--- config.mk ---
export PLATFORM = sky130hd
export DESIGN_NAME = hbfp_top
export DESIGN_NICKNAME = d
export VERILOG_FILES = /design/src/design/hbfp_pkg.sv /design/src/design/hbfp_top.sv /design/src/design/hbfp_sync.sv /design/src/design/hbfp_spi.sv
export VERILOG_INCLUDE_DIRS = /design/src /design/src/design
export SDC_FILE = /design/constraint.sdc
export NUM_CORES = 1
export LEC_CHECK = 0
export BUFFER_PORTS_ARGS = -buffer_cell sky130_fd_sc_hd__buf_4
export CAP_MARGIN = 25
export CORE_MARGIN = 1.5
export CORE_UTILIZATION = 25
export DETAILED_ROUTE_END_ITERATION = 16
export GPL_TIMING_DRIVEN = 0
export PLACE_DENSITY = 0.39
export SETUP_SLACK_MARGIN = 0.5
export SLEW_MARGIN = 20
export SYNTH_ARGS = -nofsm -noshare
export SYNTH_HDL_FRONTEND = slang
export SYNTH_HIERARCHICAL = 1
export SYNTH_SLANG_ARGS = --single-unit
--- constraint.sdc ---
create_clock -name i_ref_clk -period 9.04 [get_ports i_ref_clk]
set_clock_uncertainty 0.2 [all_clocks]
set_input_delay 1.356 -clock i_ref_clk [delete_from_list [all_inputs] [get_ports i_ref_clk]]
set_output_delay 1.356 -clock i_ref_clk [all_outputs]
set_load 0.02 [all_outputs]
--- src/design/hbfp_defs.svh ---
// constants for the half-bridge fault protection block
`ifndef HBFP_DEFS_SVH
`define HBFP_DEFS_SVH
`define HBFP_WORD_W        16
`define HBFP_CH_N          12
`define HBFP_SENS_N        6
`define HBFP_BIT_TW        0
`define HBFP_BIT_OCD       13
`define HBFP_BIT_ULD       14
`define HBFP_BIT_OVERVOLTAGE_SHUTDOWN_ENABLE      15
`define HBFP_WORD_RST      16'h0000
`define HBFP_CH_RST        12'h000
`define HBFP_CNT_W         4
`define HBFP_CLK_PERIOD_PS 8000
`define HBFP_UL_DELAY_NS   20000
`define HBFP_UL_DELAY_CYC  \
  ((`HBFP_UL_DELAY_NS * 1000 + `HBFP_CLK_PERIOD_PS - 1) / `HBFP_CLK_PERIOD_PS)
`endif

--- src/design/hbfp_pkg.sv ---
// types shared by the half-bridge fault protection modules
`include "hbfp_defs.svh"
package hbfp_pkg;
  typedef logic [`HBFP_WORD_W-1:0] hbfp_word_t;
  typedef logic [`HBFP_CH_N-1:0]   hbfp_chan_t;
  typedef enum logic {
    HBFP_SPI_IDLE  = 1'b0,
    HBFP_SPI_FRAME = 1'b1
  } hbfp_spi_state_e;
endpackage : hbfp_pkg

--- src/design/hbfp_top.sv ---
// fault protection and output gating of a six-pair half-bridge driver
`timescale 1ns/1ps
`include "hbfp_defs.svh"
module hbfp_top
  import hbfp_pkg::*;
#(
  parameter int UL_DELAY_CYC = `HBFP_UL_DELAY_CYC
) (
  input  wire logic                      i_ref_clk,
  input  wire logic                      i_sys_rst,
  input  wire logic                      i_chip_select_n,
  input  wire logic                      i_sclk,
  input  wire logic                      i_serial_in,
  input  wire logic                      i_enable,
  input  wire logic                      i_vcc_undervoltage,
  input  wire logic                      i_undervoltage_lockout,
  input  wire logic                      i_driver_supply_a_ov,
  input  wire logic                      i_driver_supply_b_ov,
  input  wire hbfp_pkg::hbfp_chan_t      i_overcurrent,
  input  wire hbfp_pkg::hbfp_chan_t      i_underload,
  input  wire logic [`HBFP_SENS_N-1:0]   i_temp_warning,
  input  wire logic [`HBFP_SENS_N-1:0]   i_temp_over,
  output hbfp_pkg::hbfp_chan_t           o_half_bridge_output,
  output logic                           o_serial_out,
  output logic                           o_serial_out_oe
);

  // ----------------------------------------------------------------
  // constants and helpers
  // ----------------------------------------------------------------
  localparam int SYNC_W = 8 + 2 * `HBFP_CH_N + 2 * `HBFP_SENS_N;
  localparam int UL_W   = $clog2(UL_DELAY_CYC + 1);
  localparam logic [UL_W-1:0] UL_LIMIT = UL_W'(UL_DELAY_CYC);

  // hardware set wins over software clear
  function automatic logic sticky(
    input logic flag,
    input logic set,
    input logic clr
  );
    sticky = (flag & ~clr) | set;
  endfunction : sticky

  // ----------------------------------------------------------------
  // pin synchronisers
  // ----------------------------------------------------------------
  logic [SYNC_W-1:0] pins_raw;
  logic [SYNC_W-1:0] pins_s;

  // select enters inverted so a reset sync reads as deselected
  assign pins_raw = {
    ~i_chip_select_n,
    i_sclk,
    i_serial_in,
    i_enable,
    i_vcc_undervoltage,
    i_undervoltage_lockout,
    i_driver_supply_a_ov,
    i_driver_supply_b_ov,
    i_overcurrent,
    i_underload,
    i_temp_warning,
    i_temp_over
  };

  hbfp_sync #(
    .W (SYNC_W)
  ) u_sync (
    .i_clk   (i_ref_clk),
    .i_rst   (i_sys_rst),
    .i_async (pins_raw),
    .o_sync  (pins_s)
  );

  wire cs_n_s = ~pins_s[SYNC_W-1];
  wire sclk_s = pins_s[SYNC_W-2];
  wire si_s   = pins_s[SYNC_W-3];
  wire en_s   = pins_s[SYNC_W-4];
  wire vcc_uv_s = pins_s[SYNC_W-5];
  wire drv_uv_s = pins_s[SYNC_W-6];
  wire ov_a_s = pins_s[SYNC_W-7];
  wire ov_b_s = pins_s[SYNC_W-8];

  hbfp_chan_t               oc_s;
  hbfp_chan_t               ul_s;
  logic [`HBFP_SENS_N-1:0]  tw_s;
  logic [`HBFP_SENS_N-1:0]  ot_s;

  assign {oc_s, ul_s, tw_s, ot_s} = pins_s[SYNC_W-9:0];

  // ----------------------------------------------------------------
  // serial port
  // ----------------------------------------------------------------
  hbfp_word_t status_word;
  hbfp_word_t rx_word;
  logic       rx_valid;

  hbfp_spi u_spi (
    .i_clk        (i_ref_clk),
    .i_rst        (i_sys_rst),
    .i_cs_n       (cs_n_s),
    .i_sclk       (sclk_s),
    .i_si         (si_s),
    .i_status     (status_word),
    .o_so         (o_serial_out),
    .o_so_oe      (o_serial_out_oe),
    .o_word       (rx_word),
    .o_word_valid (rx_valid)
  );

  // ----------------------------------------------------------------
  // state registers
  // ----------------------------------------------------------------
  hbfp_word_t  ctrl_reg;
  hbfp_word_t  ctrl_next;
  hbfp_chan_t  latch_reg;
  hbfp_chan_t  latch_next;
  hbfp_chan_t  out_reg;
  hbfp_chan_t  out_next;
  logic        tw_reg;
  logic        tw_next;
  logic        old_reg;
  logic        old_next;
  logic        ul_reg;
  logic        ul_next;
  logic        psf_reg;
  logic        psf_next;
  logic [UL_W-1:0] ul_cnt_reg [`HBFP_CH_N];

  // ----------------------------------------------------------------
  // decode
  // ----------------------------------------------------------------
  // vcc lockout or sleep both wipe the logic
  wire lockout = vcc_uv_s | ~en_s;
  wire accept  = rx_valid & ~lockout;
  wire status_clear_command     = accept & rx_word[`HBFP_BIT_TW];

  wire ocd_en  = ctrl_reg[`HBFP_BIT_OCD];
  wire uld_en  = ctrl_reg[`HBFP_BIT_ULD];
  wire overvoltage_shutdown_enable_en = ctrl_reg[`HBFP_BIT_OVERVOLTAGE_SHUTDOWN_ENABLE];

  hbfp_chan_t sel;
  assign sel = ctrl_reg[`HBFP_CH_N:1];

  wire ov_s  = ov_a_s | ov_b_s;
  wire tsd_s = |ot_s;
  wire twa_s = |tw_s;

  // overcurrent only counts on a driven output
  hbfp_chan_t oc_hit;
  assign oc_hit = oc_s & out_reg;

  wire hbfp_chan_t ul_evt;
  generate
    for (genvar g = 0; g < `HBFP_CH_N; g++) begin : g_ul
      assign ul_evt[g] = out_reg[g] & ul_s[g] &
                         (ul_cnt_reg[g] == UL_LIMIT);
    end
  endgenerate

  // latch-off sources
  hbfp_chan_t oc_latch;
  hbfp_chan_t ul_latch;
  assign oc_latch = oc_hit & {`HBFP_CH_N{ocd_en}};
  assign ul_latch = ul_evt & {`HBFP_CH_N{uld_en}};

  // global drive permission; selection untouched by faults
  wire drv_ok = ~lockout & ~drv_uv_s & ~tsd_s &
                ~(ov_s & overvoltage_shutdown_enable_en);

  // ----------------------------------------------------------------
  // next-state
  // ----------------------------------------------------------------
  // selection changes only by a frame or a logic wipe
  assign ctrl_next = lockout ? `HBFP_WORD_RST :
                     accept  ? {rx_word[`HBFP_WORD_W-1:1], 1'b0} :
                               ctrl_reg;

  // latches cleared only by status clear or a logic wipe
  assign latch_next = lockout ? `HBFP_CH_RST :
                      ((latch_reg & {`HBFP_CH_N{~status_clear_command}}) |
                       oc_latch | ul_latch);

  assign out_next = sel & ~latch_reg &
                    {`HBFP_CH_N{drv_ok}};

  assign old_next = ~lockout &
                    sticky(old_reg, |oc_hit, status_clear_command);
  assign ul_next  = ~lockout &
                    sticky(ul_reg, |ul_evt, status_clear_command);
  assign psf_next = ~lockout &
                    sticky(psf_reg, ov_s | drv_uv_s, status_clear_command);
  assign tw_next  = ~lockout &
                    sticky(tw_reg, twa_s, status_clear_command);

  assign status_word = {psf_reg, ul_reg, old_reg,
                        out_reg, tw_reg};

  // ----------------------------------------------------------------
  // registers
  // ----------------------------------------------------------------
  always_ff @(posedge i_ref_clk or posedge i_sys_rst) begin
    if (i_sys_rst) begin
      ctrl_reg  <= `HBFP_WORD_RST;
      latch_reg <= `HBFP_CH_RST;
      out_reg   <= `HBFP_CH_RST;
      tw_reg    <= 1'b0;
      old_reg   <= 1'b0;
      ul_reg    <= 1'b0;
      psf_reg   <= 1'b0;
    end else begin
      ctrl_reg  <= ctrl_next;
      latch_reg <= latch_next;
      out_reg   <= out_next;
      tw_reg    <= tw_next;
      old_reg   <= old_next;
      ul_reg    <= ul_next;
      psf_reg   <= psf_next;
    end
  end

  // underload delay per channel, saturating at the limit
  always_ff @(posedge i_ref_clk or posedge i_sys_rst) begin
    if (i_sys_rst) begin
      for (int i = 0; i < `HBFP_CH_N; i++) begin
        ul_cnt_reg[i] <= '0;
      end
    end else begin
      for (int i = 0; i < `HBFP_CH_N; i++) begin
        if (!(out_reg[i] && ul_s[i])) begin
          ul_cnt_reg[i] <= '0;
        end else if (ul_cnt_reg[i] != UL_LIMIT) begin
          ul_cnt_reg[i] <= ul_cnt_reg[i] + 1'b1;
        end
      end
    end
  end

  assign o_half_bridge_output = out_reg;
endmodule : hbfp_top

--- src/design/hbfp_sync.sv ---
// two-stage synchroniser for pin inputs
`timescale 1ns/1ps
module hbfp_sync #(
  parameter int W = 1
) (
  input  wire logic         i_clk,
  input  wire logic         i_rst,
  input  wire logic [W-1:0] i_async,
  output logic      [W-1:0] o_sync
);
  logic [W-1:0] meta_reg;
  logic [W-1:0] sync_reg;

  always_ff @(posedge i_clk or posedge i_rst) begin
    if (i_rst) begin
      meta_reg <= '0;
      sync_reg <= '0;
    end else begin
      meta_reg <= i_async;
      sync_reg <= meta_reg;
    end
  end

  assign o_sync = sync_reg;
endmodule : hbfp_sync

--- src/design/hbfp_spi.sv ---
// serial frame receiver and fault word shifter
`timescale 1ns/1ps
`include "hbfp_defs.svh"
module hbfp_spi
  import hbfp_pkg::*;
(
  input  wire logic              i_clk,
  input  wire logic              i_rst,
  input  wire logic              i_cs_n,
  input  wire logic              i_sclk,
  input  wire logic              i_si,
  input  wire hbfp_pkg::hbfp_word_t i_status,
  output logic                   o_so,
  output logic                   o_so_oe,
  output hbfp_pkg::hbfp_word_t   o_word,
  output logic                   o_word_valid
);
  hbfp_spi_state_e          state_reg;
  hbfp_word_t               sr_reg;
  logic [`HBFP_CNT_W-1:0]   cnt_reg;
  logic                     full_reg;
  logic                     cs_d_reg;
  logic                     sclk_d_reg;

  wire cs_fall   = cs_d_reg & ~i_cs_n;
  wire cs_rise   = ~cs_d_reg & i_cs_n;
  wire sclk_fall = sclk_d_reg & ~i_sclk;
  wire in_frame  = (state_reg == HBFP_SPI_FRAME);
  wire last_bit  = (cnt_reg == {`HBFP_CNT_W{1'b1}});
  wire frame_ok  = full_reg & (cnt_reg == '0);

  always_ff @(posedge i_clk or posedge i_rst) begin
    if (i_rst) begin
      state_reg    <= HBFP_SPI_IDLE;
      sr_reg       <= `HBFP_WORD_RST;
      cnt_reg      <= '0;
      full_reg     <= 1'b0;
      cs_d_reg     <= 1'b1;
      sclk_d_reg   <= 1'b0;
      o_so         <= 1'b0;
      o_so_oe      <= 1'b0;
      o_word       <= `HBFP_WORD_RST;
      o_word_valid <= 1'b0;
    end else begin
      cs_d_reg     <= i_cs_n;
      sclk_d_reg   <= i_sclk;
      o_word_valid <= 1'b0;
      unique case (state_reg)
        HBFP_SPI_IDLE: begin
          if (cs_fall) begin
            state_reg <= HBFP_SPI_FRAME;
            sr_reg    <= i_status;
            o_so      <= i_status[`HBFP_BIT_TW];
            o_so_oe   <= 1'b1;
            cnt_reg   <= '0;
            full_reg  <= 1'b0;
          end
        end
        HBFP_SPI_FRAME: begin
          if (cs_rise) begin
            state_reg    <= HBFP_SPI_IDLE;
            o_so_oe      <= 1'b0;
            o_word       <= sr_reg;
            o_word_valid <= frame_ok;
          end else if (sclk_fall) begin
            sr_reg   <= {i_si, sr_reg[`HBFP_WORD_W-1:1]};
            o_so     <= sr_reg[1];
            cnt_reg  <= cnt_reg + 1'b1;
            full_reg <= full_reg | last_bit;
          end
        end
      endcase
    end
  end
endmodule : hbfp_spi

==> results.md, run 1 <==
| Metric | This run |
|---|---|
| H-tree levels | 2 |
| Count of standard-cell rows | 83 |
| Core Region | 51610 um^2 |
| Achievable Freq | 0.3407 GHz |
| Die Outline Area | 54000 um^2 |
| Net load switching power | 756.2 uW |
| RSZ-0062 raised after global routing | false |
| Normalized max-slew margin | 0.4267 |
| Io pins | 60 |
| Worst-path clk slew | 0.06 ns |
| Final critical-path share of the clock period | 0.3247 |
| Average footprint of a synthesized cell | 11.51 um^2 |
| Max-cap violation count | 0 |
| P_leak | 6.545 nW |
| Power share of the clock group | 0.495 |
| Sequential cell area fraction in the yosys report | 0.6032 |
| Crit path buf inv count | 1 |
| Post-Layout Cell Count | 1957 |
| Total CTS buffers | 40 |
| Critical path class | register to primary output |
| # DRC | 0 |
| Largest vdd supply drop | 104.8 uV |
| Combinational Power Share | 0.047 |
| Critical Path AT | 1.38 ns |
| Via density per instance | 4.443 |
| Number of synthesized register bits | 317 |
| Maximum root-to-sink buffer count | 3 |
| Slew of the pin with the lowest slew margin | 0.8600 ns |
| Final Setup Violations | 0 |
| Cell breakdown of the critical path | buf_4 |
| Post_cts resized | 0 |
| Internal power consumption | 2.633 mW |
| Beginning of the worst register-to-register path | u_spi/o_word_valid$_DFF_PP0_ |
| Worst skew pair latency | 0.55 ns |
| Initial antenna violation count | 0 |
| Initial Util | 0.2548 |
| Hold_buf cts | 0 |
| Horizontal die dimension | 232.4 um |
| Total global routing track utilization | 0.1193 |
| Signed area change from the synthesized netlist to the final layout | 21.35% |
| Setup slack of the worst register-to-register path | 6.54 ns |
| Starting DRC count in detailed routing | 463 |
| Synthesized area | 13150 um^2 |
| Result of the run | complete, no violations |
| Critical hold path startpoint | u_sync/meta_reg[38]$_DFF_PP0_ |
| Syn nets | 1215 |
| Number of detailed-routing iterations run before antenna repair | 5 |
| Total clock sinks | 317 |
| Most instantiated flip-flop cell in the synthesis netlist | dfrtp_1 |
| Share of layout cells above drive strength 1 | 0.1449 |
| Number of global-route vias before repair | 8859 |
| PwrDens | 212.4 nW/um^2 |
| Final Total Pwr | 3.389 mW |
| Clk root buf | clkbuf_16 |
| Largest register FFs | 144 |
| Sink of the worst hold path | u_sync/o_sync[38]$_DFF_PP0_ |
| Worst hold path cell count | 0 |
| Number of warnings reported in the yosys synthesis log | 6 |
| Utilization after layout | 0.3092 |
| Required time at the worst-slack endpoint | 7.48 ns |
| Flop pwr share | 0.458 |
| # Post-CTS Setup Buffers | 0 |
| Cell depth of the worst flop-to-flop path | 5 |
| Average detailed-routed wire length per instance | 15.71 um |
| Number of unique standard cell types used by synthesis | 62 |
| Number of synthesized flops with an enable pin | 0 |
| Fraction of registers with async set/reset | 1.000 |
| Reg-to-Reg End | latch_reg[0]$_DFF_PP0_ |
| Hold Path Class | register to register |
| Total instance count after detailed placement | 1886 |
| Global-route wire length before repair | 50430 um |
| Total count of hold-check failures in the final report | 0 |
| Post-Route WL | 30740 um |
| Largest net degree at the start of global routing | 74 |
| Count of nets after finishing | 1320 |
| Crit start category | register |
| Die extent in y | 232.4 um |
| Critical Path Start | o_half_bridge_output[3]$_DFF_PP0_ |
| Endpoint kind of the worst setup timing path | primary output |
| Crit path max fanout | 8 |
| Overflow left after global routing | 0 |
| Cell family contributing the most delay on the critical path | flip-flops |
| TritonCTS clock tree | yes |
| Post-Syn Instances | 1143 |
| Total vias in the final route | 8694 |
| Routability congestion estimate from global placement | 0.7340 |
| Final ANT Viol Nets | 0 |
| IO buf count | 59 |
| Diode count | 0 |
| Max-slew violations | 0 |
| Estimated wirelength of the detail-placed design | 20750 um |
| Master of the slowest instance on the critical path | dfrtp_1 |
| Worst path max stage delay | 0.61 ns |
| Net switching share of the total power | 0.2231 |
| Post-layout min period | 2.935 ns |
stage by stage:
step	setup TNS [ns]	hold WS [ns]	cell area (um^2)	setup slack, ns
6_report	0	0.1459	15960	6.105
5_1_grt	0	0.1515	15960	6.039
4_1_cts	0	0.1464	15960	6.053
3_5_place_dp	0	0.1347	14560	6.562
3_3_place_gp	-140.04	0.1324	14450	-0.7705
2_1_floorplan	0	0.1312	13150	2.399
cell usage after synthesis (all sizes together) (3+ instances only):
| master | n | share of area |
|---|---|---|
| mux2i | 20 | 0.015 |
| a21oi | 44 | 0.017 |
| nor4 | 5 | 0.0040 |
| nand4b | 3 | 0.0020 |
| and4b | 3 | 0.0023 |
| and3 | 25 | 0.012 |
| and2 | 4 | 0.0019 |
| a2111oi | 3 | 0.0021 |
| a31oi | 5 | 0.0024 |
| or2b | 3 | 0.0018 |
| nor2 | 172 | 0.049 |
| nor3 | 20 | 0.0080 |
| or3 | 17 | 0.0081 |
| nor3b | 14 | 0.0088 |
| o221a | 16 | 0.014 |
| nor2b | 5 | 0.0029 |
| nand4 | 40 | 0.019 |
| dfrtp | 316 | 0.60 |
| nand4bb | 3 | 0.0026 |
| xor2 | 58 | 0.039 |
| nand2b | 20 | 0.0097 |
| ha | 26 | 0.025 |
| nor4bb | 8 | 0.0061 |
| buf | 6 | 0.0049 |
| nand2 | 69 | 0.020 |
| nand3 | 52 | 0.020 |
| mux2 | 16 | 0.016 |
| and4 | 8 | 0.0053 |
| inv | 39 | 0.011 |
| clkbuf | 21 | 0.0060 |
| o21ai | 25 | 0.0095 |
| xnor2 | 43 | 0.029 |
| a32oi | 12 | 0.0080 |
area by class of cell:
| cell class | instances | area, um^2 |
|---|---|---|
| Sequential cell | 317 | 7934 |
| Fill cell | 5213 | 35650 |
| Timing Repair Buffer | 63 | 545.5 |
| Clock buffer | 55 | 1167 |
| Inverter | 39 | 158.9 |
| Multi-Input combinational cell | 760 | 4930 |
| Clock inverter | 16 | 231.5 |
| Tap cell | 680 | 850.8 |
| Buffer | 27 | 142.6 |
cells by family after synthesis:
family                   count (synthesis)  synth area share
flip-flops                             317            0.6032
buffers and inverters                   66           0.02197
adder cells (fa/ha/maj)                 26           0.02473
AO/OA/AOI/OAI                          118           0.06136
XOR/XNOR                               101           0.06726
AND/OR/NAND/NOR                        479            0.1900
multiplexers                            36           0.03149
worst max-delay path by stage:
| stage | to | slack, ns | cells past startpoint |
|---|---|---|---|
| 2_1_floorplan | ctrl_reg[10]$_DFFE_PP0P_ | 2.40 | 1 |
| 3_5_place_dp | latch_reg[5]$_DFF_PP0_ | 6.56 | 5 |
| 3_3_place_gp | ul_cnt_reg[45]$_DFFE_PP0P_ | -0.77 | 2 |
| 5_1_grt | o_half_bridge_output[3] | 6.04 | 1 |
| 4_1_cts | o_half_bridge_output[3] | 6.05 | 1 |
| 6_report | o_half_bridge_output[3] | 6.11 | 1 |
metal layers:
metal  share of wire  global-route usage  up-vias
li1                -                   -     4187
met4           0.027             0.04566        0
met1            0.49              0.1675     4338
met3           0.034             0.02157       52
met2            0.45              0.1815      117
met5               0                   0        -
layout by cell type, fill, tap and decap left out, types with 5 or more instances in the layout:
master / instances
mux2i_1: 20
buf_4: 59
nor3_1: 19
mux2_2: 7
xnor2_1: 43
a31oi_1: 5
nand4_1: 40
o21ai_0: 25
clkbuf_16: 40
a21oi_1: 44
bufinv_16: 5
xor2_1: 58
nor4bb_1: 8
clkbuf_1: 25
and3_1: 25
nand3_1: 51
nor2_1: 172
nand2_1: 68
o221a_2: 16
dfrtp_1: 316
ha_1: 26
a32oi_1: 12
or3_1: 17
inv_1: 36
mux2_4: 9
clkinv_2: 6
nand2b_1: 19
and4_1: 8
clkbuf_8: 11
nor3b_1: 13
power groups by stage:
| stage | logic (mW) | registers [mW] | clock network (mW) |
|---|---|---|---|
| after global placement | 0.157 | 1.58 | 0 |
| after global routing | 0.179 | 1.56 | 1.81 |
| after detailed placement | 0.165 | 1.58 | 0 |
| final | 0.160 | 1.55 | 1.68 |
| after floorplan | 0.112 | 1.56 | 0 |
| after CTS | 0.165 | 1.55 | 1.74 |
Note: power is estimated with default switching activity, not from simulation.
==> run 2, diff against run 1 <==
==> constraint.sdc (replaced) <==
create_clock -name i_ref_clk -period 3 [get_ports i_ref_clk]
set_clock_uncertainty 0.2 [all_clocks]
set_input_delay 0.45 -clock i_ref_clk [delete_from_list [all_inputs] [get_ports i_ref_clk]]
set_output_delay 0.45 -clock i_ref_clk [all_outputs]
set_load 0.02 [all_outputs]
==> results.md, run 2 (synthesis gave the netlist of run 1 again) <==
| Metric | This run |
|---|---|
| Result of the run | complete, no violations |
| P_leak | 6.767 nW |
| Io pins | 60 |
| Post-layout min period | 2.308 ns |
| Slew of the pin with the lowest slew margin | 0.8062 ns |
| Diode count | 0 |
| Maximum root-to-sink buffer count | 3 |
| Clk root buf | clkbuf_16 |
| Overflow left after global routing | 0 |
| Total global routing track utilization | 0.1209 |
| Post-Layout Cell Count | 2009 |
| Area taken by multi-input logic gates | 4938 um^2 |
| Critical Path AT | 2.57 ns |
| Number of detailed-routing iterations run before antenna repair | 5 |
| Estimated wirelength of the detail-placed design | 21320 um |
| Normalized max-slew margin | 0.4626 |
| Crit start category | register |
| Commonest cells after routing, fill and taps aside | dfrtp_1, nor2_1, nand2_1, buf_4, xor2_1 |
| TritonCTS clock tree | yes |
| Die extent in y | 232.4 um |
| Final critical-path share of the clock period | 0.7693 |
| Final Setup Violations | 0 |
| Share of layout cells above drive strength 1 | 0.1430 |
| Total vias in the final route | 8805 |
| Most common cell after layout, fill and taps aside | dfrtp_1 |
| Achievable Freq | 0.4333 GHz |
| Max-slew violations | 0 |
| Horizontal die dimension | 232.4 um |
| Critical path class | register to register |
| H-tree levels | 2 |
| Total clock sinks | 317 |
| IO buf count | 59 |
| Routability congestion estimate from global placement | 0.7452 |
| RSZ-0062 raised after global routing | false |
| Max-cap violation count | 0 |
| Largest register FFs | 144 |
| Global-route wire length before repair | 51330 um |
| Setup slack of the worst register-to-register path | 0.69 ns |
| Post-Route WL | 31300 um |
| Endpoint kind of the worst setup timing path | register |
| Sequential cell area | 7934 um^2 |
| Average detailed-routed wire length per instance | 15.58 um |
| Worst-path clk slew | 0.06 ns |
| Signed area change from the synthesized netlist to the final layout | 25.67% |
| Largest vdd supply drop | 314.7 uV |
| Number of global-route vias before repair | 9200 |
| Crit path max fanout | 6 |
| Hold Path Class | register to register |
| Die Outline Area | 54000 um^2 |
| Count of nets after finishing | 1373 |
| Initial Util | 0.2548 |
| Final ANT Viol Nets | 0 |
| Total instance count after detailed placement | 1893 |
| Total count of hold-check failures in the final report | 0 |
| Instance area after placement | 14690 um^2 |
| Via density per instance | 4.383 |
| # DRC | 0 |
| Number of filler cells placed in the layout | 5186 |
| Required time at the worst-slack endpoint | 3.27 ns |
| Starting DRC count in detailed routing | 526 |
| Worst skew pair latency | 0.56 ns |
| Summed area of non-filler cells in the final layout | 16530 um^2 |
| Largest net degree at the start of global routing | 32 |
| Total CTS buffers | 39 |
| Count of standard-cell rows | 83 |
| Initial antenna violation count | 0 |
| Worst hold margin | 0.1476 ns |
| PwrDens | 618.1 nW/um^2 |
| Core Region | 51610 um^2 |
==> run 2: changes by cell type in the layout (fill, tap and decap cells not counted), moves of 2 or more <==
cell,delta
clkinv_2,-2
clkbuf_1,+2
inv_8,-2
buf_4,+2
dlygate4sd3_1,+45
buf_12,+8
clkinvlp_4,+3
clkbuf_8,-2
==> run 2: per-layer routing <==
metal | vias to the layer above | share of wire | GRT usage | routed length [um]
met5 | - | 0 | 0 | 0
met4 | 0 | 0.023 | 0.04241 | 713
met3 | 50 | 0.036 | 0.02145 | 1135
met2 | 125 | 0.45 | 0.1889 | 14150
met1 | 4346 | 0.49 | 0.1673 | 15300
li1 | 4284 | - | - | -
==> run 2: final timing paths <==
kind                                               start                     endpoint  depth (start not counted)
max                          ul_cnt_reg[108]$_DFFE_PP0P_       latch_reg[2]$_DFF_PP0_                          7
min                        u_sync/meta_reg[34]$_DFF_PP0_  u_sync/o_sync[34]$_DFF_PP0_                          0
max reg2reg                  ul_cnt_reg[108]$_DFFE_PP0P_       latch_reg[2]$_DFF_PP0_                          7
min reg2reg                u_sync/meta_reg[34]$_DFF_PP0_  u_sync/o_sync[34]$_DFF_PP0_                          0
max in group asynchronous                      i_sys_rst  ul_cnt_reg[130]$_DFFE_PP0P_                          6
min in group asynchronous                      i_sys_rst  u_spi/o_word[0]$_DFFE_PP0P_                          3
==> run 2: layout make-up <==
cell class	instances	share of cell area
buffer	27	0.008630
multi-input combinational	760	0.2988
sequential	317	0.4800
timing repair buffer	117	0.06919
clock buffer	55	0.06942
inverter	39	0.009311
clock inverter	14	0.01317
tap	680	0.05148
==> run 2: worst max-delay path, cell delays in order (launching register included) <==
cell and delay (ns):
dfrtp_1 0.42, inv_1 0.07, ha_1 0.12, nor4bb_1 0.32, nand4_1 0.35, nor2_1 0.43, nand2_1 0.12, a21oi_1 0.18
==> run 2: metrics by stage <==
step / total power, mW / setup WS (ns) / TNS (ns) / utilization
floorplan: 5.029 / -0.05650 / -10.57 / -
global placement: 5.226 / -1.770 / -328.25 / 0.2800
detailed placement: 5.267 / 0.4865 / 0 / 0.2846
CTS: 10.43 / 0.5087 / 0 / 0.3201
global route: 10.67 / 0.5384 / 0 / 0.3202
finish: 10.22 / 0.6920 / 0 / 0.3202
==> run 2: power breakdown <==
part / leakage (nW) / switching, mW / total, mW / internal [mW]
Clock: 0.663 / 1.90 / 5.00 / 3.10
Sequential: 4.14 / 0.157 / 4.67 / 4.51
Combinational: 1.97 / 0.231 / 0.550 / 0.319
Total: 6.77 / 2.29 / 10.2 / 7.93
==> run 2: what timing repair did <==
item / 4_1_cts / 5_1_grt
resized for setup: 0 / 1
pin swaps: 1 / 0
hold endpoints to repair: 110 / 0
endpoints found under the setup margin: 10 / 2
hold buffers: 45 / 0
setup buffers: 2 / 0
cloned: 0 / 0
